<file path="config.mk">
export PLATFORM = sky130hd
export DESIGN_NAME = acq_ctrl
export DESIGN_NICKNAME = d
export VERILOG_FILES = /design/src/rtl/acq_pkg.sv /design/src/rtl/acq_ctrl.sv
export SDC_FILE = /design/constraint.sdc
export NUM_CORES = 1
export LEC_CHECK = 0
export ABC_AREA = 0
export BUFFER_PORTS_ARGS = -buffer_cell sky130_fd_sc_hd__buf_2
export CAP_MARGIN = 10
export CORE_MARGIN = 1
export CORE_UTILIZATION = 40
export DETAILED_ROUTE_END_ITERATION = 8
export REMOVE_ABC_BUFFERS = 1
export SYNTH_ARGS = -nofsm -noshare
export SYNTH_HDL_FRONTEND = slang
export SYNTH_SLANG_ARGS = --single-unit
</file>
<file path="constraint.sdc">
create_clock -name core_clk -period 3 [get_ports core_clk]
set_input_delay 0.15 -clock core_clk [delete_from_list [all_inputs] [get_ports core_clk]]
set_output_delay 0.15 -clock core_clk [all_outputs]
set_load 0.02 [all_outputs]
</file>
<file path="src/rtl/acq_pkg.sv">
// Constants for the converter acquisition control block
// Functional notes
// - Function register bits: polarities, burst, modes, start
// - Burst start runs burst only when enabled
// - Post-trigger enable bit gates post-trigger mode
// - About-trigger enable bit gates about-trigger mode
// - Soft trigger; ready flag low when result valid
// - Narrow result: channel low nibble, value above
// - Wide result: whole word signed value
// - Rate is base divided by two cascaded dividers
// - Pacer clock from internal or external source
// - Paced run ends after N or stop
// - Auto-scan steps channels, else one channel
// - Two samples per word, earlier low
// - Trigger modes end after post-trigger countdown
// - Polarity bits: 0 falling, 1 rising edge
// - Sample-hold bit selects burst with hold
// - Stop disables trigger and halts both dividers
// - Running flag and transferred count readable
package acq_pkg;
  localparam logic [7:0] ADDR_FUNC     = 8'h00;
  localparam logic [7:0] ADDR_CTRL     = 8'h04;
  localparam logic [7:0] ADDR_DIV      = 8'h08;
  localparam logic [7:0] ADDR_COUNT    = 8'h0C;
  localparam logic [7:0] ADDR_POST     = 8'h10;
  localparam logic [7:0] ADDR_STATUS   = 8'h14;
  localparam logic [7:0] ADDR_RESULT   = 8'h18;
  localparam logic [7:0] ADDR_XFER     = 8'h1C;
  localparam int         BIT_DPOL      = 7;
  localparam int         BIT_EPOL      = 6;
  localparam int         BIT_BSH       = 5;
  localparam int         BIT_BMODE     = 4;
  localparam int         BIT_BSTART    = 3;
  localparam int         BIT_POST      = 2;
  localparam int         BIT_ABOUT     = 1;
  localparam int         BIT_TSTART    = 0;
  localparam int         CTL_DMA_GO    = 0;
  localparam int         CTL_STOP      = 1;
  localparam int         CTL_SOFT_TRIG = 2;
  localparam int         CTL_EXT_CLK   = 3;
  localparam int         CTL_SCAN      = 4;
  localparam int         CTL_WIDE      = 5;
  localparam logic [7:0] FUNC_RESET    = 8'h00;
  localparam logic [3:0] CHAN_LAST_RST = 4'hF;
  localparam int         BASE_HZ       = 4000000;
  localparam int         CLK_HZ        = 100000000;
  localparam int         BASE_DIV      = CLK_HZ / BASE_HZ;
endpackage

</file>
<file path="src/rtl/acq_ctrl.sv">
// Converter acquisition control with APB registers and packing DMA
`timescale 1ns/1ps
`default_nettype none
module acq_ctrl #(
  parameter int CW = 16
) (
  // Clock and reset
  input  wire logic        core_clk,
  input  wire logic        arst_n,
  // APB slave
  input  wire logic        psel,
  input  wire logic        penable,
  input  wire logic        pwrite,
  input  wire logic [7:0]  paddr,
  input  wire logic [31:0] pwdata,
  output logic [31:0]      prdata,
  output logic             pready,
  output logic             pslverr,
  // Converter
  input  wire logic        ext_clk,
  input  wire logic        dig_trig,
  input  wire logic        ext_trig,
  input  wire logic        conv_done,
  input  wire logic [15:0] conv_value,
  output logic             conv_start,
  output logic [3:0]       conv_chan,
  output logic             burst_run,
  output logic             burst_hold,
  // DMA to host memory
  output logic             dma_valid,
  output logic [31:0]      dma_data,
  input  wire logic        dma_ready,
  output logic             term_count
);
  logic [7:0]    func;
  logic [5:0]    ctl_mode;
  logic [15:0]   div1, div2, post_cnt;
  logic [CW-1:0] n_cnt, xfer_cnt, post_left;
  logic [3:0]    last_chan;
  logic          running, triggered, ready_n, half_full, stop_pend;
  logic [15:0]   result, low_half;
  logic [4:0]    base_cnt;
  logic [15:0]   c1, c2;
  logic          ext_q, ext_edge, tick, dq, eq, trig_hit;
  logic          wr, rd;
  logic [15:0]   sample;

  assign wr = psel && penable && pwrite;
  assign rd = psel && !penable && !pwrite;

  // Single write updates every mode bit
  always_ff @(posedge core_clk or negedge arst_n) begin
    if (!arst_n) begin
      func <= acq_pkg::FUNC_RESET;
    end else if (wr && paddr == acq_pkg::ADDR_FUNC) begin
      func <= pwdata[7:0];
    end
  end

  always_ff @(posedge core_clk or negedge arst_n) begin
    if (!arst_n) begin
      ctl_mode  <= 6'h00;
      div1      <= 16'h0001;
      div2      <= 16'h0001;
      n_cnt     <= '0;
      post_cnt  <= 16'h0000;
      last_chan <= acq_pkg::CHAN_LAST_RST;
    end else if (wr) begin
      unique case (paddr)
        acq_pkg::ADDR_CTRL:  begin
          ctl_mode  <= {pwdata[acq_pkg::CTL_WIDE], pwdata[acq_pkg::CTL_SCAN],
                        pwdata[acq_pkg::CTL_EXT_CLK], 3'b000};
          last_chan <= pwdata[11:8];
        end
        acq_pkg::ADDR_DIV:   begin
          div1 <= pwdata[15:0];
          div2 <= pwdata[31:16];
        end
        acq_pkg::ADDR_COUNT: n_cnt <= pwdata[CW-1:0];
        acq_pkg::ADDR_POST:  post_cnt <= pwdata[15:0];
        default: ;
      endcase
    end
  end

  // External pacer clock edge; 4 MHz base tick
  always_ff @(posedge core_clk or negedge arst_n) begin
    if (!arst_n) begin
      ext_q    <= 1'b0;
      base_cnt <= 5'h00;
      dq       <= 1'b0;
      eq       <= 1'b0;
    end else begin
      ext_q    <= ext_clk;
      dq       <= dig_trig;
      eq       <= ext_trig;
      base_cnt <= (base_cnt == 5'(acq_pkg::BASE_DIV - 1)) ? 5'h00 : base_cnt + 5'h01;
    end
  end
  assign ext_edge = ext_clk && !ext_q;

  // Cascaded pacer dividers, halted when not running
  always_ff @(posedge core_clk or negedge arst_n) begin
    if (!arst_n) begin
      c1   <= 16'h0001;
      c2   <= 16'h0001;
      tick <= 1'b0;
    end else begin
      tick <= 1'b0;
      if (!running) begin
        c1 <= div1;
        c2 <= div2;
      end else if (ctl_mode[acq_pkg::CTL_EXT_CLK] ? ext_edge
                   : (base_cnt == 5'h00)) begin
        if (c1 <= 16'h0001) begin
          c1 <= div1;
          if (c2 <= 16'h0001) begin
            c2   <= div2;
            tick <= 1'b1;
          end else begin
            c2 <= c2 - 16'h0001;
          end
        end else begin
          c1 <= c1 - 16'h0001;
        end
      end
    end
  end

  // Trigger edge with selectable polarity
  assign trig_hit = (func[acq_pkg::BIT_DPOL] ? (dig_trig && !dq) : (!dig_trig && dq))
                 || (func[acq_pkg::BIT_EPOL] ? (ext_trig && !eq) : (!ext_trig && eq));

  // Conversion start: soft trigger or pacer tick
  always_ff @(posedge core_clk or negedge arst_n) begin
    if (!arst_n) begin
      conv_start <= 1'b0;
      burst_run  <= 1'b0;
      burst_hold <= 1'b0;
    end else begin
      conv_start <= (wr && paddr == acq_pkg::ADDR_CTRL && pwdata[acq_pkg::CTL_SOFT_TRIG])
                 || (tick && running);
      burst_run  <= func[acq_pkg::BIT_BMODE] && func[acq_pkg::BIT_BSTART];
      burst_hold <= func[acq_pkg::BIT_BMODE] && func[acq_pkg::BIT_BSH];
    end
  end

  // Channel sequencing
  always_ff @(posedge core_clk or negedge arst_n) begin
    if (!arst_n) begin
      conv_chan <= 4'h0;
    end else if (!running) begin
      conv_chan <= 4'h0;
    end else if (conv_done && ctl_mode[acq_pkg::CTL_SCAN]) begin
      conv_chan <= (conv_chan == last_chan) ? 4'h0 : conv_chan + 4'h1;
    end
  end

  // Result formatting
  assign sample = ctl_mode[acq_pkg::CTL_WIDE] ? conv_value
                : {conv_value[11:0], conv_chan};

  // Polled result and ready flag, set beats clear
  always_ff @(posedge core_clk or negedge arst_n) begin
    if (!arst_n) begin
      result  <= 16'h0000;
      ready_n <= 1'b1;
    end else if (conv_done) begin
      result  <= sample;
      ready_n <= 1'b0;
    end else if (rd && paddr == acq_pkg::ADDR_RESULT) begin
      ready_n <= 1'b1;
    end
  end

  // Paced run sequencing, packing and end conditions
  always_ff @(posedge core_clk or negedge arst_n) begin
    if (!arst_n) begin
      running    <= 1'b0;
      triggered  <= 1'b0;
      xfer_cnt   <= '0;
      post_left  <= '0;
      half_full  <= 1'b0;
      low_half   <= 16'h0000;
      dma_valid  <= 1'b0;
      dma_data   <= 32'h0000_0000;
      term_count <= 1'b0;
      stop_pend  <= 1'b0;
    end else begin
      term_count <= 1'b0;
      if (dma_valid && dma_ready) begin
        dma_valid <= 1'b0;
      end
      if (wr && paddr == acq_pkg::ADDR_CTRL && pwdata[acq_pkg::CTL_DMA_GO]) begin
        running   <= 1'b1;
        triggered <= 1'b0;
        xfer_cnt  <= '0;
        half_full <= 1'b0;
        stop_pend <= 1'b0;
        post_left <= CW'(post_cnt);
      end else if (running) begin
        if (wr && paddr == acq_pkg::ADDR_CTRL && pwdata[acq_pkg::CTL_STOP]) begin
          running <= 1'b0;
        end
        if (func[acq_pkg::BIT_TSTART] && trig_hit
            && (func[acq_pkg::BIT_POST] || func[acq_pkg::BIT_ABOUT])) begin
          triggered <= 1'b1;
        end
        if (conv_done) begin
          xfer_cnt <= xfer_cnt + CW'(1);
          if (half_full) begin
            dma_data  <= {sample, low_half};
            dma_valid <= 1'b1;
          end else begin
            low_half <= sample;
          end
          half_full <= !half_full;
          if (triggered) begin
            post_left <= post_left - CW'(1);
            if (post_left <= CW'(1)) begin
              running    <= 1'b0;
              term_count <= 1'b1;
            end
          end
          if (!(func[acq_pkg::BIT_TSTART] && (func[acq_pkg::BIT_POST]
                || func[acq_pkg::BIT_ABOUT])) && xfer_cnt + CW'(1) >= n_cnt) begin
            running    <= 1'b0;
            term_count <= 1'b1;
          end
        end
      end
    end
  end

  // APB read path
  always_ff @(posedge core_clk or negedge arst_n) begin
    if (!arst_n) begin
      prdata  <= 32'h0000_0000;
      pready  <= 1'b0;
      pslverr <= 1'b0;
    end else begin
      pready  <= psel && !penable;
      pslverr <= psel && !penable && paddr > acq_pkg::ADDR_XFER;
      if (rd) begin
        unique case (paddr)
          acq_pkg::ADDR_FUNC:   prdata <= {24'h000000, func};
          acq_pkg::ADDR_CTRL:   prdata <= {20'h00000, last_chan, 2'b00, ctl_mode};
          acq_pkg::ADDR_DIV:    prdata <= {div2, div1};
          acq_pkg::ADDR_COUNT:  prdata <= 32'(n_cnt);
          acq_pkg::ADDR_POST:   prdata <= {16'h0000, post_cnt};
          acq_pkg::ADDR_STATUS: prdata <= {29'h0, triggered, ready_n, running};
          acq_pkg::ADDR_RESULT: prdata <= {16'h0000, result};
          acq_pkg::ADDR_XFER:   prdata <= 32'(xfer_cnt);
          default:              prdata <= 32'h0000_0000;
        endcase
      end
    end
  end
endmodule
`default_nettype wire

</file>
==> results_dict.tcl <==
set metrics [dict create \
    combPwrFrac 0.124 \
    num_rows 65 \
    sw_frac_of_total 0.259 \
    min_from "penable" \
    status "finished clean" \
    peakVddDrop_mv 0.412 \
    layout_common_cells "dfrtp_1, nand2_1, buf_2" \
    crit_required_ns 3.47 \
    post-route-util 0.500 \
    synthFlopType "dfrtp_1" \
    insertedDiodeCount 0 \
    worst_hold_path_type "in2reg" \
    io_pins 141 \
    p_clk_frac 0.422 \
    async_reset_ff_frac 1.00 \
    clock_skew_ns 0.0259 \
    regArea_um2 6590 \
    reg_top3 "dma_data x32, prdata x32" \
    wl_um 36500 \
    track_usage 0.225 \
    tightest_slew_ns 0.947 \
    synth_top_cell_by_area "dfrtp_1" \
    yosysUniqueCellTypes 75 \
    fmax_ghz 0.362 \
    initial_core_util 0.408 \
    cts-root-buf "clkbuf_16" \
    synth_edf_count 0 \
    antenna_found_initial 1 \
    seqPwrFrac 0.454 \
    insertion_delay_ns 0.56 \
    r2r_slack_ns 0.24 \
    place.detailed.hpwl_um 25900 \
    initialDrtViolationCount 690 \
    p_leak_nw 7.64 \
    rsz0062_at_grt "no" \
    via_per_inst 5.46 \
    cts_num_sinks 263 \
    drv_cap 0 \
    setup_violations 0 \
    clk_pin_slew_ns 0.06 \
    syn_inst 1243 \
    drv_slew 0 \
    net-switching-power_mw 2.23 \
    synth_area_leaders "dfrtp_1, mux2_2, nand2_1" \
    seq_area_frac_synth 0.510 \
    nets 1539 \
    max_slew_margin 0.352 \
    design.die.area_um2 33000 \
    mostFrequentLayoutCell "dfrtp_1" \
    gp_congestion 0.888 \
    critPathMaxFanout 5 \
    grt_start_max_net_pins 85 \
    ant_nets 0 \
    cts_buffer_depth 3 \
    post-route-drc-count 0 \
    drive_gt1_frac 0.247 \
    r2r_end "term_count" \
    intPower_mw 6.39 \
    die_w_um 182 \
    r2r-start "xfer_cnt[1]" \
    dp_cells 1756 \
    area_delta_synth_final_pct 22.6 \
    layout.cells.non_filler 1873 \
    multi_input_area_um2 5960 \
    layout_min_cycle_time_ns 2.76 \
    io_buffers 140 \
    grt_pass1_wl_um 57700 \
    rr_worst_depth 11 \
    cts_tree "yes" \
    critPathCaptureType "flip-flop" \
    worstSetupPathType "reg2reg" \
    hold_viol_final 0 \
    wl_per_cell_um 19.5 \
    syn_area_per_cell_um2 10.4 \
    ys_ff_latch 263 \
    hold_path_depth 3 \
    vias 10200 \
    power_density_nw_per_um2 545 \
    grt_pass1_vias 10200 \
    overflow 0 \
    p_total_mw 8.62 \
    drtPass1Iterations 5 \
    synth_area_um2 12900 \
    synth.top_cell.area_share 0.492 \
    hold_end "pslverr" \
    hold_ws_ns 0.0173 \
    n_fill_cell 2846 \
    yosysWarnings 0 \
    die_y_um 182 \
    place_area_um2 14200 \
    worstPathArrival_ns 3.24 \
    period_share 0.921 \
    cts_buffers 30 \
    stdcell_area_um2 15800 \
    h-tree-depth 1 \
    cp-start-kind "flip-flop" \
    coreArea_um2 31600 \
]
## stage by stage
step | setup slack (ns) | setup TNS [ns]
detailed placement | 0.0826 | 0
floorplan | -0.0977 | -1.57
finish | 0.237 | 0
global route | 0.0130 | 0
global placement | 0.159 | 0
CTS | 0.0607 | 0
## Yosys cell counts, drive strengths merged, types with 3 or more instances
library cell	instances
or4	6
nand3b	8
nand3	42
o211ai	7
o21ai	105
nand4	8
o2bb2ai	12
nor2	76
o22ai	4
buf	13
a211o	3
or2	3
dfrtp	254
ha	26
nand2	145
nor2b	4
and3	17
clkbuf	56
mux2	106
o21a	5
mux2i	40
a21oi	60
nor4b	3
and2	10
nor3	20
nor3b	3
xnor2	24
or4b	3
a31oi	5
inv	37
nor4	21
a211oi	5
a2bb2oi	3
a22o	8
xor2	21
or3	8
nand2b	8
a221oi	12
a22oi	8
a221o	3
and4	4
dfstp	9
## per-layer routing
| layer | vias up | track usage | share of wire |
|---|---|---|---|
| li1 | 4874 | - | - |
| met4 | 2 | 0.0759 | 0.032 |
| met5 | - | 0 | 0.00049 |
| met2 | 260 | 0.362 | 0.47 |
| met3 | 62 | 0.0425 | 0.053 |
| met1 | 5022 | 0.303 | 0.45 |
## layout make-up
class	instances	area share
tap	402	0.0318
clock buffer	48	0.0555
timing repair buffer	241	0.105
inverter	37	0.00877
sequential	263	0.416
multi-input combinational	874	0.376
clock inverter	8	0.00680
## worst max-delay path by stage
stage | startpoint | end | slack (ns) | cells after the start
after floorplan | paddr[5] | dma_data[0] | -0.1 | 4
after global placement | xfer_cnt[1] | term_count | 0.16 | 11
after detailed placement | xfer_cnt[1] | term_count | 0.08 | 11
after CTS | xfer_cnt[1] | term_count | 0.06 | 11
after global routing | xfer_cnt[1] | term_count | 0.01 | 11
final | xfer_cnt[1] | term_count | 0.24 | 11
## logic make-up (layout without fill, tap and decap cells)
family / count (synthesis) / in the layout / synth area share
compound gates: 262 / 262 / 0.127
xor+xnor: 45 / 45 / 0.0305
fa+ha+maj: 26 / 26 / 0.0252
buf+inv: 106 / 334 / 0.0320
flops: 263 / 263 / 0.510
mux: 147 / 147 / 0.125
simple gates: 394 / 394 / 0.150
## power by group through the flow
stage / Combinational (mW) / Clock (mW) / Sequential [mW]
floorplan: 0.477 / 0 / 4.03
global placement: 0.961 / 0 / 3.97
detailed placement: 0.982 / 0 / 3.97
CTS: 1.04 / 3.73 / 3.91
global route: 1.20 / 3.86 / 3.94
finish: 1.07 / 3.64 / 3.91
## critical path, stage by stage, from the launching register on
cell,delay (ns)
dfrtp_1,0.41
ha_1,0.22
and3_2,0.24
nand4_1,0.24
nor2_1,0.20
xor2_1,0.08
ha_1,0.27
nand4_1,0.16
nor4_4,0.29
nor4bb_4,0.24
a211oi_1,0.09
a211oi_1,0.24
## timing repair
action | 4_1_cts | 5_1_grt
hold buffers | 59 | 1
setup endpoints to repair | 0 | 2
resized for setup | 0 | 5
endpoints found under the hold margin | 192 | 1
setup buffers | 0 | 1
Note: power is estimated with default switching activity, not from simulation.
